[src/core/pxbr_pkg.sv]
// pxbr_pkg: constants and types of the pci-x host bridge setup/dma map block
// assumes a 32-bit classic wishbone register bus and a 250 MHz system clock
package pxbr_pkg;
  // -------------------------------------------------------------------
  // register byte offsets
  // -------------------------------------------------------------------
  localparam logic [7:0]  OFF_CFG       = 8'h00;
  localparam logic [7:0]  OFF_SPEED     = 8'h04;
  localparam logic [7:0]  OFF_ALLOC     = 8'h08;
  localparam logic [7:0]  OFF_ABASE     = 8'h0c;
  localparam logic [7:0]  OFF_MAP       = 8'h10;
  localparam logic [7:0]  OFF_UNMAP     = 8'h14;
  localparam logic [7:0]  OFF_ERR       = 8'h18;
  // -------------------------------------------------------------------
  // write field positions
  // -------------------------------------------------------------------
  localparam int          F_SLOT        = 0;
  localparam int          F_MINGNT      = 8;
  localparam int          F_IOSEL       = 0;
  localparam int          F_LGSZ        = 8;
  localparam int          F_ERRCLR      = 0;
  // -------------------------------------------------------------------
  // configuration space setup
  // -------------------------------------------------------------------
  localparam logic [7:0]  CFG_CMD_OFF   = 8'h04;
  localparam logic [7:0]  CFG_CLS_OFF   = 8'h0c;
  localparam logic [7:0]  CFG_LAT_OFF   = 8'h0d;
  localparam logic [15:0] CMD_ENABLE    = 16'h0007;
  localparam logic [15:0] CLS_VALUE     = 16'h0020;
  localparam int          LAT_US        = 1;
  localparam int          MHZ_133       = 133;
  localparam int          MHZ_100       = 100;
  localparam int          MHZ_66        = 66;
  localparam int          MHZ_33        = 33;
  localparam logic [7:0]  LAT_US_133    = 8'(MHZ_133 * LAT_US);
  localparam logic [7:0]  LAT_US_100    = 8'(MHZ_100 * LAT_US);
  localparam logic [7:0]  LAT_US_66     = 8'(MHZ_66 * LAT_US);
  localparam logic [7:0]  LAT_US_33     = 8'(MHZ_33 * LAT_US);
  localparam logic [7:0]  MULT_133      = 8'h20;
  localparam logic [7:0]  MULT_100      = 8'h18;
  localparam logic [7:0]  MULT_66       = 8'h10;
  localparam logic [7:0]  MULT_33       = 8'h08;
  // -------------------------------------------------------------------
  // pio space and dma translation
  // -------------------------------------------------------------------
  localparam logic [32:0] PIO_MEM_START = 33'h0_0000_1000;
  localparam logic [32:0] PIO_MEM_LIMIT = 33'h0_0400_0000;
  localparam logic [32:0] PIO_IO_START  = 33'h0_0000_1000;
  localparam logic [32:0] PIO_IO_LIMIT  = 33'h0_0001_0000;
  localparam logic [4:0]  LG_MIN        = 5'h04;
  localparam int          PHYS_W        = 50;
  localparam int          PG_SH         = 22;
  localparam int          PG_W          = PHYS_W - PG_SH;

  typedef enum logic [1:0] {SPD_33, SPD_66, SPD_100, SPD_133} pxbr_speed_t;
  typedef enum logic [1:0] {CS_IDLE, CS_CMD, CS_CLS, CS_LAT} pxbr_cfg_t;
endpackage

[src/core/pxbr_top.sv]
// pxbr_top: pci-x host bridge - device setup, bus speed, pio space, dma map
// assumes synchronous slot/dma/pio inputs and a classic wishbone master
//
// Decided for this implementation: the Wishbone register port and the register offsets.
`timescale 1ns/10ps
module pxbr_top
  import pxbr_pkg::*;
#(
  parameter int MAP_N = 8
) (
  // system
  input  wire logic        clk,
  input  wire logic        resetn,
  // wishbone slave
  input  wire logic        wb_cyc_i,
  input  wire logic        wb_stb_i,
  input  wire logic        wb_we_i,
  input  wire logic [7:0]  wb_adr_i,
  input  wire logic [3:0]  wb_sel_i,
  input  wire logic [31:0] wb_dat_i,
  output logic      [31:0] wb_dat_o,
  output logic             wb_ack_o,
  // slot population
  input  wire logic [1:0]  slot_present,
  input  wire logic [1:0]  slot_pcix,
  input  wire logic [1:0]  slot_cap0,
  input  wire logic [1:0]  slot_cap1,
  output logic      [1:0]  bus_speed,
  output logic             bus_pcix_mode,
  output logic      [1:0]  slot_enable,
  // bus sideband, ignored
  input  wire logic        lock_n,
  input  wire logic        sbo_n,
  input  wire logic        sdone,
  // configuration write port
  output logic             cfg_wr,
  output logic             cfg_slot,
  output logic      [7:0]  cfg_off,
  output logic      [15:0] cfg_data,
  output logic      [1:0]  cfg_ready,
  // bus-master dma address
  input  wire logic        dma_req,
  input  wire logic        dma_dac,
  input  wire logic [63:0] dma_addr,
  output logic             dma_ack,
  output logic             dma_err,
  output logic [PHYS_W-1:0] dma_phys,
  output logic             bus_err,
  // pio master
  input  wire logic        pio_req,
  input  wire logic [31:0] pio_addr_i,
  output logic             pio_start,
  output logic      [31:0] pio_addr,
  output logic             pio_dac
);
  localparam int IW = $clog2(MAP_N);

  // ------------------------------------------------------------------
  // helpers
  // ------------------------------------------------------------------
  function automatic logic [1:0] min2(input logic [1:0] a, input logic [1:0] b);
    return (a < b) ? a : b;
  endfunction

  function automatic logic [7:0] lat_value(input logic [7:0] mg, input logic [1:0] s);
    logic [15:0] p;
    logic [7:0]  m;
    logic [7:0]  us;
    unique case (s)
      SPD_133: begin
        m  = MULT_133;
        us = LAT_US_133;
      end
      SPD_100: begin
        m  = MULT_100;
        us = LAT_US_100;
      end
      SPD_66: begin
        m  = MULT_66;
        us = LAT_US_66;
      end
      SPD_33: begin
        m  = MULT_33;
        us = LAT_US_33;
      end
    endcase
    p = 16'(mg) * 16'(m);
    if (mg == 8'h00) return us;
    else if (|p[15:8]) return 8'hff;
    else return p[7:0];
  endfunction

  function automatic logic [32:0] align_up(input logic [32:0] p, input logic [32:0] sz);
    return (p + sz - 33'h1) & ~(sz - 33'h1);
  endfunction

  // ------------------------------------------------------------------
  // wishbone decode
  // ------------------------------------------------------------------
  logic [31:0] rdata_w;
  wire  [31:0] wmask = {{8{wb_sel_i[3]}}, {8{wb_sel_i[2]}}, {8{wb_sel_i[1]}}, {8{wb_sel_i[0]}}};
  wire  [31:0] wd    = wb_dat_i & wmask;
  wire         wb_hit = wb_cyc_i & wb_stb_i & ~wb_ack_o;
  wire         wr    = wb_cyc_i & wb_stb_i & wb_we_i & wb_ack_o;
  wire         wr_cfg   = wr && (wb_adr_i == OFF_CFG);
  wire         wr_alloc = wr && (wb_adr_i == OFF_ALLOC);
  wire         wr_map   = wr && (wb_adr_i == OFF_MAP);
  wire         wr_unmap = wr && (wb_adr_i == OFF_UNMAP);
  wire         wr_err   = wr && (wb_adr_i == OFF_ERR);

  always_ff @(posedge clk or negedge resetn) begin
    if (!resetn) begin
      wb_ack_o <= 1'b0;
      wb_dat_o <= 32'h0;
    end else begin
      wb_ack_o <= wb_hit;
      wb_dat_o <= (wb_hit && !wb_we_i) ? rdata_w : 32'h0;
    end
  end

  chk_wb_ack_pulse: assert property (
    @(posedge clk) disable iff (!resetn) wb_hit |=> wb_ack_o ##1 !wb_ack_o)
    else $error("wishbone ack not a single cycle answer");

  // ------------------------------------------------------------------
  // bus speed from installed cards
  // ------------------------------------------------------------------
  wire [1:0] ecap0     = slot_pcix[0] ? slot_cap0 : min2(slot_cap0, SPD_66);
  wire [1:0] ecap1     = slot_pcix[1] ? slot_cap1 : min2(slot_cap1, SPD_66);
  wire       both_pcix = &slot_pcix;
  wire [1:0] spd_two   = min2(min2(ecap0, ecap1), both_pcix ? SPD_100 : SPD_66);
  wire [1:0] spd_next  = (&slot_present) ? spd_two :
                         slot_present[0] ? ecap0 :
                         slot_present[1] ? ecap1 : SPD_33;
  wire       pcix_next = (&slot_present) ? both_pcix : |(slot_present & slot_pcix);

  always_ff @(posedge clk or negedge resetn) begin
    if (!resetn) begin
      bus_speed     <= SPD_33;
      bus_pcix_mode <= 1'b0;
      slot_enable   <= 2'h0;
    end else begin
      bus_speed     <= spd_next;
      bus_pcix_mode <= pcix_next;
      slot_enable   <= slot_present; // empty slot configured down
    end
  end

  chk_speed_lone: assert property (
    @(posedge clk) disable iff (!resetn)
    bus_speed == SPD_133 |-> bus_pcix_mode && $countones(slot_enable) == 1)
    else $error("133 MHz without a single pci-x card");

  chk_speed_slowest: assert property (
    @(posedge clk) disable iff (!resetn)
    (&slot_present) && !slot_pcix[0] |=> bus_speed <= SPD_66 && !bus_pcix_mode)
    else $error("mixed bus not downgraded");

  // ------------------------------------------------------------------
  // configuration setup sequencer, once per active slot
  // ------------------------------------------------------------------
  pxbr_cfg_t  cs_reg;
  logic [7:0] mg_reg;
  logic [1:0] spd_at_reg;
  logic       cfg_refused_reg;
  wire        go_slot = wd[F_SLOT];
  wire        cfg_go  = wr_cfg && cs_reg == CS_IDLE && !cfg_ready[go_slot]
                        && slot_enable[go_slot];

  always_ff @(posedge clk or negedge resetn) begin
    if (!resetn) begin
      cs_reg          <= CS_IDLE;
      mg_reg          <= 8'h00;
      spd_at_reg      <= 2'h0;
      cfg_refused_reg <= 1'b0;
      cfg_ready       <= 2'h0;
      cfg_wr          <= 1'b0;
      cfg_slot        <= 1'b0;
      cfg_off         <= 8'h00;
      cfg_data        <= 16'h0;
    end else begin
      if (wr_cfg) cfg_refused_reg <= !cfg_go;
      unique case (cs_reg)
        CS_IDLE: if (cfg_go) begin
          cs_reg     <= CS_CMD;
          mg_reg     <= wd[F_MINGNT +: 8];
          spd_at_reg <= bus_speed;
          cfg_slot   <= go_slot;
          cfg_wr     <= 1'b1;
          cfg_off    <= CFG_CMD_OFF;
          cfg_data   <= CMD_ENABLE;
        end
        CS_CMD: begin
          cs_reg   <= CS_CLS;
          cfg_off  <= CFG_CLS_OFF;
          cfg_data <= CLS_VALUE;
        end
        CS_CLS: begin
          cs_reg   <= CS_LAT;
          cfg_off  <= CFG_LAT_OFF;
          cfg_data <= {8'h00, lat_value(mg_reg, spd_at_reg)};
        end
        CS_LAT: begin
          cs_reg              <= CS_IDLE;
          cfg_wr              <= 1'b0;
          cfg_ready[cfg_slot] <= 1'b1;
        end
      endcase
    end
  end

  chk_cmd_value: assert property (
    @(posedge clk) disable iff (!resetn)
    cfg_wr && cfg_off == CFG_CMD_OFF |-> cfg_data == 16'h0007)
    else $error("command register setup value wrong");

  chk_cls_value: assert property (
    @(posedge clk) disable iff (!resetn)
    cfg_wr && cfg_off == CFG_CLS_OFF |-> cfg_data == 16'h0020)
    else $error("cache line size setup value wrong");

  chk_lat_zero: assert property (
    @(posedge clk) disable iff (!resetn)
    cfg_wr && cfg_off == CFG_LAT_OFF && mg_reg == 8'h00 && spd_at_reg == SPD_133
    |-> cfg_data == 16'h0085)
    else $error("zero min grant latency not one microsecond");

  chk_lat_mult: assert property (
    @(posedge clk) disable iff (!resetn)
    cfg_wr && cfg_off == CFG_LAT_OFF && mg_reg == 8'h03 && spd_at_reg == SPD_100
    |-> cfg_data == 16'h0048)
    else $error("latency not min grant times speed factor");

  chk_cfg_sequence: assert property (
    @(posedge clk) disable iff (!resetn)
    cfg_go |=> (cfg_wr && cfg_off == CFG_CMD_OFF) ##1 (cfg_wr && cfg_off == CFG_CLS_OFF)
    ##1 (cfg_wr && cfg_off == CFG_LAT_OFF) ##1 (!cfg_wr && cfg_ready[cfg_slot]))
    else $error("setup sequence broken");

  // ------------------------------------------------------------------
  // pio space allocator for base registers
  // ------------------------------------------------------------------
  logic [32:0] mem_ptr_reg;
  logic [32:0] io_ptr_reg;
  logic [31:0] abase_reg;
  logic        alloc_ok_reg;
  logic        alloc_fail_reg;
  wire         io_sel  = wd[F_IOSEL];
  wire  [4:0]  lg      = wd[F_LGSZ +: 5];
  wire  [4:0]  lg_c    = (lg < LG_MIN) ? LG_MIN : lg;
  wire  [32:0] asz     = 33'h1 << lg_c;
  wire  [32:0] abase_w = align_up(io_sel ? io_ptr_reg : mem_ptr_reg, asz);
  wire  [32:0] aend_w  = abase_w + asz;
  wire         afit    = aend_w <= (io_sel ? PIO_IO_LIMIT : PIO_MEM_LIMIT);

  always_ff @(posedge clk or negedge resetn) begin
    if (!resetn) begin
      mem_ptr_reg    <= PIO_MEM_START;
      io_ptr_reg     <= PIO_IO_START;
      abase_reg      <= 32'h0;
      alloc_ok_reg   <= 1'b0;
      alloc_fail_reg <= 1'b0;
    end else if (wr_alloc) begin
      alloc_ok_reg   <= afit;
      alloc_fail_reg <= !afit;
      if (afit) begin
        abase_reg <= abase_w[31:0];
        if (io_sel) io_ptr_reg <= aend_w;
        else mem_ptr_reg <= aend_w;
      end
    end
  end

  chk_pio_limit: assert property (
    @(posedge clk) disable iff (!resetn)
    mem_ptr_reg <= 33'h0_0400_0000 && io_ptr_reg <= PIO_IO_LIMIT)
    else $error("pio space allocated past its limit");

  // ------------------------------------------------------------------
  // 32-bit window mapping registers
  // ------------------------------------------------------------------
  logic [MAP_N-1:0] map_vld;
  logic [PG_W-1:0]  map_pg [MAP_N];
  logic [IW-1:0]    map_idx_reg;
  logic             map_ok_reg;
  logic             map_fail_reg;
  logic [IW-1:0]    free_idx;
  logic             free_any;
  wire  [IW-1:0]    unmap_idx = wd[IW-1:0];

  always_comb begin
    free_idx = '0;
    free_any = 1'b0;
    for (int i = MAP_N - 1; i >= 0; i--) begin
      if (!map_vld[i]) begin
        free_idx = IW'(i);
        free_any = 1'b1;
      end
    end
  end

  always_ff @(posedge clk or negedge resetn) begin
    if (!resetn) begin
      map_vld      <= '0;
      map_idx_reg  <= '0;
      map_ok_reg   <= 1'b0;
      map_fail_reg <= 1'b0;
    end else if (wr_map) begin
      map_ok_reg   <= free_any;
      map_fail_reg <= !free_any;
      if (free_any) begin
        map_vld[free_idx] <= 1'b1;
        map_idx_reg       <= free_idx;
      end
    end else if (wr_unmap && int'(unmap_idx) < MAP_N) begin
      map_vld[unmap_idx] <= 1'b0;
    end
  end

  always_ff @(posedge clk) begin
    if (wr_map && free_any) map_pg[free_idx] <= wd[PG_W-1:0];
  end

  chk_map_refuse: assert property (
    @(posedge clk) disable iff (!resetn)
    wr_map && !free_any |=> map_fail_reg && !map_ok_reg && map_vld == $past(map_vld))
    else $error("refused map changed state or hid failure");

  // ------------------------------------------------------------------
  // dma address translation, one cycle
  // ------------------------------------------------------------------
  wire [31-PG_SH:0] win_full = dma_addr[31:PG_SH];
  wire [IW-1:0]     win      = win_full[IW-1:0];
  wire              win_hit  = dma_addr[63:32] == 32'h0 && int'(win_full) < MAP_N
                               && map_vld[win];
  wire              dac_hit  = dma_addr[63:PHYS_W] == '0;
  wire              dma_ok   = dma_dac ? dac_hit : win_hit;
  wire [PHYS_W-1:0] phys_w   = dma_dac ? dma_addr[PHYS_W-1:0]
                               : {map_pg[win], dma_addr[PG_SH-1:0]};
  logic             err_sticky_reg;

  always_ff @(posedge clk or negedge resetn) begin
    if (!resetn) begin
      dma_ack        <= 1'b0;
      dma_err        <= 1'b0;
      dma_phys       <= '0;
      bus_err        <= 1'b0;
      err_sticky_reg <= 1'b0;
    end else begin
      dma_ack        <= dma_req;
      dma_err        <= dma_req && !dma_ok;
      bus_err        <= dma_req && !dma_ok;
      err_sticky_reg <= (dma_req && !dma_ok) || (err_sticky_reg && !(wr_err && wd[F_ERRCLR]));
      if (dma_req) dma_phys <= dma_ok ? phys_w : '0;
    end
  end

  chk_dac_direct: assert property (
    @(posedge clk) disable iff (!resetn)
    dma_req && dma_dac && dma_addr[63:50] == 14'h0
    |=> dma_ack && !dma_err && dma_phys == $past(dma_addr[49:0]))
    else $error("dual address not mapped directly");

  chk_bus_err: assert property (
    @(posedge clk) disable iff (!resetn)
    dma_req && dma_dac && dma_addr[63:50] != 14'h0 |=> bus_err ##1 err_sticky_reg)
    else $error("invalid physical address gave no bus error");

  // ------------------------------------------------------------------
  // pio master: 32-bit single address only; lock and snoop unused
  // ------------------------------------------------------------------
  always_ff @(posedge clk or negedge resetn) begin
    if (!resetn) begin
      pio_start <= 1'b0;
      pio_addr  <= 32'h0;
      pio_dac   <= 1'b0;
    end else begin
      pio_start <= pio_req;
      pio_addr  <= pio_addr_i;
      pio_dac   <= 1'b0;
    end
  end

  chk_pio_single: assert property (
    @(posedge clk) disable iff (!resetn)
    pio_req |=> pio_start && !pio_dac && pio_addr == $past(pio_addr_i))
    else $error("pio cycle not a 32-bit single address");

  // ------------------------------------------------------------------
  // read mux
  // ------------------------------------------------------------------
  assign rdata_w =
    (wb_adr_i == OFF_CFG)   ? {28'h0, cfg_refused_reg, cs_reg != CS_IDLE, cfg_ready} :
    (wb_adr_i == OFF_SPEED) ? {27'h0, slot_enable, bus_pcix_mode, bus_speed} :
    (wb_adr_i == OFF_ALLOC) ? {30'h0, alloc_fail_reg, alloc_ok_reg} :
    (wb_adr_i == OFF_ABASE) ? abase_reg :
    (wb_adr_i == OFF_MAP)   ? {16'h0, 8'(map_idx_reg), 6'h0, map_fail_reg, map_ok_reg} :
    (wb_adr_i == OFF_ERR)   ? {31'h0, err_sticky_reg} : 32'h0;
endmodule
[config.mk]
export PLATFORM = sky130hd
export DESIGN_NAME = pxbr_top
export DESIGN_NICKNAME = d
export VERILOG_FILES = /design/src/core/pxbr_pkg.sv /design/src/core/pxbr_top.sv
export SDC_FILE = /design/constraint.sdc
export NUM_CORES = 1
export LEC_CHECK = 0
export BUFFER_PORTS_ARGS = -buffer_cell sky130_fd_sc_hd__buf_4
export CAP_MARGIN = 15
export CORE_UTILIZATION = 60
export DETAILED_ROUTE_END_ITERATION = 8
export PLACE_DENSITY_LB_ADDON = 0.1
export SYNTH_ARGS = -nofsm -noshare
export SYNTH_HDL_FRONTEND = slang
export SYNTH_SLANG_ARGS = --single-unit
[constraint.sdc]
create_clock -name clk -period 21.3 [get_ports clk]
set_input_delay 4.26 -clock clk [delete_from_list [all_inputs] [get_ports clk]]
set_output_delay 4.26 -clock clk [all_outputs]
set_load 0.02 [all_outputs]
# Word-level counts from Yosys, hierarchy flattened
# Memory sizes are Yosys's and may differ from the RTL's.
# Cells that the tools add are included.
[op_classes]
n_eq_ne = 14
n_mul = 1
n_reduce_logical = 48
order_cmp = 15
add_sub_neg = 4
bitwise = 14
shifts = 1
mux = 70
[ops]
columns = ["operator", "count"]
rows = [
  ["$mux W32", 5],
  ["$mux W50", 2],
  ["$add A33 B33 Y33", 2],
  ["$sub A33 B1 Y33 const B", 2],
  ["$pmux W8 S4", 2],
  ["$mux W8", 7],
  ["$pmux W16 S3", 1],
  ["$and A33 B33 Y33", 1],
  ["$le A33 B27 Y1", 1],
  ["$mux W33", 1],
  ["$not A33 Y33", 1],
  ["$shl A1 B5 Y33 const A", 1],
  ["$logic_not A32 Y1", 1],
  ["$and A28 B28 Y28", 1],
  ["$mux W27", 1],
  ["$eq A8 B5 Y1 const B", 3],
  ["$mux W3", 8],
  ["$pmux W8 S3", 1],
  ["$mux W1", 22],
  ["$mux W2", 11],
  ["$logic_and A1 B1 Y1", 18],
  ["$eq A8 B4 Y1 const B", 2],
  ["$logic_not A8 Y1", 2],
  ["$mul A8 B8 Y16", 1],
  ["38 further kinds", 70],
]
[word_totals]
register_bits = 278
word_cells = 197
ram_bits = 224
out_inout_bits = 153
memories = 1
inputBits = 159
[mem_list]
columns = ["memory", "depth", "width", "read_ports", "rd_ports_with_merged_regs", "write_ports", "line_no", "source"]
rows = [
  ["map_pg", 8, 28, 1, 0, 1, "pxbr_top.sv:283", "logic [PG_W-1:0] map_pg [MAP_N];"],
]

# Logic depth before layout (Yosys ltp)
[depth]
ltp_word = 15
mapped_depth = 39
ltp_nobuf = 34

# Worst setup path before layout
# OpenSTA, ideal clock, no wires.
[synth_path]
kind = "in2reg"
start = "input wb_dat_i[0]"
end = "register abase_reg[10]"
t_arrival_ps = 13233
slack_ps = 7942
path_stages = 38
setup_ps = 125
n_path_buf = 5
required_ps = 21175
cell_sequence = "clkbuf_1 > nand2_1 > inv_2 > buf_1 > mux2i_1 > ha_1 > inv_1 > ha_1 > fa_1 > a21o_1 > a221o_1 > a21oi_1 > o21ai_1 > a211o_1 > a21oi_1 > xor2_1 > nor2_1 > ha_1 > [2 not listed] > nor2_1 > o21ai_0 > a21boi_0 > a41oi_1 > nor2b_1 > xnor2_1 > ha_1 > or4bb_1 > or3_1 > or4_1 > or3_1 > or4_1 > o31a_1 > a2111o_1 > or3_1 > buf_6 > buf_6 > mux2_4"
[synth_via]
elab_chain_len = 8
word_cells_on_any_way = 9
classes_between = "add/sub (3); order compare (1); mux (2); bitwise (2); reduce/logical (1)"
[synth_lines]
columns = ["item", "line_no", "source"]
rows = [
  ["start: declaration", "pxbr_top.sv:20", "input wire logic [31:0] wb_dat_i,"],
  ["$and A28 B28 Y28", "pxbr_top.sv:102", "wire [31:0] wd = wb_dat_i & wmask;"],
  ["$mux W33", "pxbr_top.sv:252", "wire [32:0] abase_w = align_up(io_sel ? io_ptr_reg : mem_ptr_reg, asz);"],
  ["$add A33 B33 Y33", "pxbr_top.sv:94", "return (p + sz - 33'h1) & ~(sz - 33'h1);"],
  ["$sub A33 B1 Y33", "pxbr_top.sv:94", ""],
  ["$and A33 B33 Y33", "pxbr_top.sv:94", ""],
  ["via abase_w[23]", "pxbr_top.sv:252", ""],
  ["$add A33 B33 Y33", "pxbr_top.sv:253", "wire [32:0] aend_w = abase_w + asz;"],
  ["via aend_w[26]", "pxbr_top.sv:253", ""],
  ["$le A33 B27 Y1", "pxbr_top.sv:254", "wire afit = aend_w <= (io_sel ? PIO_IO_LIMIT : PIO_MEM_LIMIT);"],
  ["$reduce_and A2 Y1 (no line)", "--", ""],
  ["end signal: assignment", "pxbr_top.sv:267", "abase_reg <= abase_w[31:0];"],
  ["end: declaration", "pxbr_top.sv:245", "logic [31:0] abase_reg;"],
]
# The timed path passes the listed nets, and every way through them passes these cells.
# A chain may end at the register's enable or synchronous reset.

# Final worst setup path
[layout_path]
start = "input wb_sel_i[0]"
end = "register mem_ptr_reg[9]"
[layout_via]
elab_chain_len = 8
word_cells_on_any_way = 10
classes_between = "add/sub (3); order compare (1); mux (2); bitwise (3); reduce/logical (1)"
[layout_lines]
columns = ["item", "line_no", "source"]
rows = [
  ["start: declaration", "pxbr_top.sv:19", "input wire logic [3:0] wb_sel_i,"],
  ["$and A28 B28 Y28", "pxbr_top.sv:102", ""],
  ["$mux W33", "pxbr_top.sv:252", ""],
  ["$add A33 B33 Y33", "pxbr_top.sv:94", ""],
  ["$sub A33 B1 Y33", "pxbr_top.sv:94", ""],
  ["$and A33 B33 Y33", "pxbr_top.sv:94", ""],
  ["via abase_w[20]", "pxbr_top.sv:252", ""],
  ["$add A33 B33 Y33", "pxbr_top.sv:253", ""],
  ["via aend_w[26]", "pxbr_top.sv:253", ""],
  ["$le A33 B27 Y1", "pxbr_top.sv:254", ""],
  ["$reduce_and A3 Y1 (no line)", "--", ""],
  ["end signal: assignment", "pxbr_top.sv:269", "else mem_ptr_reg <= aend_w;"],
  ["end: declaration", "pxbr_top.sv:243", "logic [32:0] mem_ptr_reg;"],
]
# The timed path passes the listed nets, and every way through them passes these cells.

==> flow_results.org <==
** Setup path
- The largest single stage delay on the critical path is 0.79 ns.
- For this design, the slowest cell found on the critical path is nor4_4.
- Required time of the critical path :: 21.76 ns
- The worst setup path is captured at a flop.
- The most numerous cell type found on the critical path is ha_1.
- Of all nets on the critical path, the largest fanout is 44.
- STA classifies the critical path startpoint as a primary input.
- Worst setup path class :: in2reg
- STA puts the critical path data arrival time at 15.87 ns.
- The critical path contains buffers and inverters numbering 5 combined.
- Top cell family by delay on the critical path :: simple AND/OR/NAND/NOR gates

** Die
- From bottom edge to top edge, the die measures 209.1 um.
- Count of pins on the block boundary :: 312
- Measured along the x axis, the die boundary spans 209.1 um.
- Initial cell density of the core :: 61.09%
- Row generation in the floorplan step produced 75 rows.
- The floorplan step defined a core boundary enclosing 42,130 um2.
- Die Footprint :: 43,730 um2

** Detailed routing
- Number of vias in the routed layout :: 18,407
- The detail route stage leaves a number of antenna-violating nets equal to 0.
- Number of design rule violations left after detail routing :: 0
- DRT Wirelength :: 63.43 mm
- The first detailed-routing pass took 6 iterations.
- Using the TritonRoute via totals, the vias-per-cell ratio works out to 5.951.
- In the final routed layout, each cell accounts on average for 20.51 um.
- Detailed router's first-iteration violation count :: 1,555

** Power and ir drop
- The internal power of the cells totals 1556 uW.
- Sequential share of power :: 47.9%
- Switching power summed over all nets :: 547.1 uW
- Net switching is 26.01% of the power.
- Power density over cell area :: 70.38 nW/um2
- For this design the static power due to leakage is 0.01311 uW.
- The share of total power dissipated in the clock network is 39.5%.
- Of the total power, combinational logic draws 12.6%.
- IR analysis of the VDD net gives a maximum drop of 64.11 uV.

** Finish
- Commonest non-fill, non-tap cell in the layout :: buf_4
- Diode count :: 0
- Cells with a size suffix above 1 make up 22.12% of the layout.
- In the final layout, the registers with the most flip-flops are map_pg (224), dma_phys (50).
- The register with the most flip-flops in the layout has 224 of them.
- Ranked by flip-flop count, first place goes to map_pg.
- From synthesis to final layout, the design area changed by 16.09%.
- In the final design database the tool counted 2,800 nets.
- Commonest cells after routing, fill and taps aside :: 306 x buf_4, 263 x dfrtp_1, 224 x edfxtp_1, 206 x inv_1, 165 x nand2_1
- Total of fill cells in the finished design :: 2,975

** STA
- Post-layout min period :: 15.41 ns
- RSZ-0062 raised after global routing :: no
- The final count of pins violating max slew is 0.
- For the pin with the worst max-slew slack, the measured transition is 1.077 ns.
- The number of failing hold endpoints at the final stage is 0.
- In the finished design, the share of the clock period the worst path needs comes to 72.34%.
- On the final layout, the worst clock skew is 0.03653 ns.
- Once routing completed, OpenROAD measured the worst setup slack at 5.892 ns.
- Achievable clock frequency :: 0.06490 GHz
- Setup violations remaining at the end of the flow were counted as 0.
- Summed over all failing endpoints, the final setup total negative slack is 0 ns.
- Headroom to the max-slew limit came out at 27.57%.
- Hold slack final :: 0.4805 ns

** Yosys
- In this run, synthesis inferred 224 flip-flops with an integrated enable.
- Register bit count reported by yosys :: 489
- For this run, the number of Yosys warnings is 0.
- Post-synthesis cell area :: 25,740 um2
- Async S/R FF share, synth :: 54.19%
- Sequential area share after synthesis :: 51.91%
- Dividing the synthesized area by the synthesized cell count gives 11.45 um2.
- In the synthesized netlist, the number of instances is 2,248.
- Most used flip-flop cell after synthesis :: dfrtp_1
- The synthesized netlist contains 89 unique library cells.

** Placement
- Worst setup timing slack at the placement stage :: 5.515 ns
- In this run the tool buffered the top-level ports with 290 buffer cells.
- HPWL after DPL :: 44.35 mm
- Routability-driven placement finished with a final weighted congestion of 0.9288.

** Global route
- Entering global routing, the biggest net connects 122 pins.
- The first global-routing pass estimated 99.42 mm of wire.
- Global routing consumed, over all layers together, 29.18% of the routing resources.
- GR Overflow Total :: 0
- Antenna violations before repair :: 0
- Vias in the first global route :: 18,185

** Clocking
- TritonCTS clock tree :: yes
- CTS clk-pin slew, worst paths :: 0.06 ns
- The number of clock buffers added by TritonCTS is 49.
- Counting every sink on the clock net gives 489.
- CTS H-tree depth :: 2
- Maximum clock path buffer count :: 3
- Clock latency reported for the late side of the worst-skew pair :: 0.61 ns
- In this run, post-CTS repair resized a total of 0 instances.
- Buffers added to address setup during post-CTS repair amount to 0.
- In this run the clock root is driven by a clkbuf_16.
- In this run, post-CTS hold repair placed 0 buffers.

** Outcome
- Status :: finished, final reports clean

** Worst hold path
- The path class of the tightest hold or removal check is reg2reg.

** Job
- The tool flagged a number of max-cap violations equal to 0.
-- worst paths after layout --
check / from / to / slack, ns / cells past startpoint
worst max register to register: io_ptr_reg[5]$_DFFE_PN0P_ / mem_ptr_reg[9]$_DFFE_PN0P_ / 10.73 / 32
max in group asynchronous: resetn / pio_addr[3]$_DFF_PN0_ / 15.18 / 3
worst min register to register: cfg_off[0]$_DFFE_PN0P_ / cfg_off[0]$_DFFE_PN0P_ / 0.48 / 2
worst max-delay path: wb_sel_i[0] / mem_ptr_reg[9]$_DFFE_PN0P_ / 5.89 / 36
min in group asynchronous: resetn / dma_phys[40]$_DFFE_PN0P_ / 3.66 / 1
worst min-delay path: cfg_off[0]$_DFFE_PN0P_ / cfg_off[0]$_DFFE_PN0P_ / 0.48 / 2
-- layout make-up --
type                    instances  area, um2  area share [%]
flip-flops and latches        489      13360           44.71
multi-input cells            1459      11200           37.47
repair buffers                308       2317           7.754
clock buffers                  58       1301           4.355
inverters                     207      777.0           2.600
well taps                     539      674.4           2.257
clock inverters                33      254.0          0.8500
-- metrics by stage --
step / util (%) / instance area (um2) / power (uW) / cells
2_1_floorplan: - / 25810 / 1192 / 2267
5_1_grt: 70.92 / 29880 / 2177 / 3093
3_3_place_gp: 67.22 / 28320 / 1280 / 3001
4_1_cts: 70.91 / 29880 / 2115 / 3092
3_5_place_dp: 67.22 / 28320 / 1287 / 3001
6_report: 70.92 / 29880 / 2103 / 3093
-- cells by family (layout without fill, tap and decap cells) --
logic type               after synthesis  in the layout  share of synthesized area, %
AND/OR/NAND/NOR                      639            639                         12.78
flip-flops                           489            489                         51.91
AO/OA/AOI/OAI                        399            399                         9.960
buffers and inverters                319            606                         4.997
multiplexers                         221            221                         12.12
adder cells (fa/ha/maj)              127            127                         6.436
XOR/XNOR                              52             52                         1.769
other                                  2             21                       0.02918
-- synthesized netlist by cell type (15+ instances only) --
cell type,n,share of area [%]
ha_1,118,5.7
nor4_1,22,0.53
buf_4,15,0.44
dfrtp_1,263,26
a21oi_1,81,1.6
and3_1,16,0.39
mux4_2,58,5.1
mux2i_1,78,3.0
xnor2_1,34,1.2
nand2b_1,15,0.36
mux2_4,20,1.2
clkbuf_1,73,1.1
a21o_1,25,0.73
o21ai_0,145,2.8
nor2_1,102,1.5
nand3_1,83,1.6
nand2_1,165,2.4
or3_1,20,0.49
a211oi_1,21,0.61
nor3_1,36,0.70
nand4_1,17,0.41
nor2b_1,34,0.83
inv_1,206,3.0
xor2_1,18,0.61
and2_1,81,2.0
mux2_2,65,2.8
edfxtp_1,224,26
-- metal layers --
layer	routed length, um	share of wire, %	vias to the layer above	global-route usage [%]
li1	-	-	8604	-
met1	26580	42	9029	39.55
met2	31060	49	660	49.11
met3	3991	6.3	114	3.336
met4	1804	2.8	0	10.07
met5	0	0	-	0
-- power by group through the flow --
stage          Clock (uW)  Combinational, uW  Sequential (uW)
2_1_floorplan           0                157             1040
6_report              831                266             1010
3_5_place_dp            0                262             1030
4_1_cts               845                264             1010
3_3_place_gp            0                256             1020
5_1_grt               879                291             1010
-- worst reg2reg max path: cells and delay by family, from the launching register on --
| family | cells | cell delay, ns |
|---|---|---|
| flip-flops | 1 | 0.37 |
| multiplexers | 2 | 0.57 |
| AO/OA/AOI/OAI | 12 | 3.37 |
| XOR/XNOR | 2 | 0.37 |
| AND/OR/NAND/NOR | 10 | 3.84 |
| adder cells (fa/ha/maj) | 4 | 1.39 |
| buffers and inverters | 2 | 0.53 |
No activity file was read; power rests on OpenSTA's default activity.
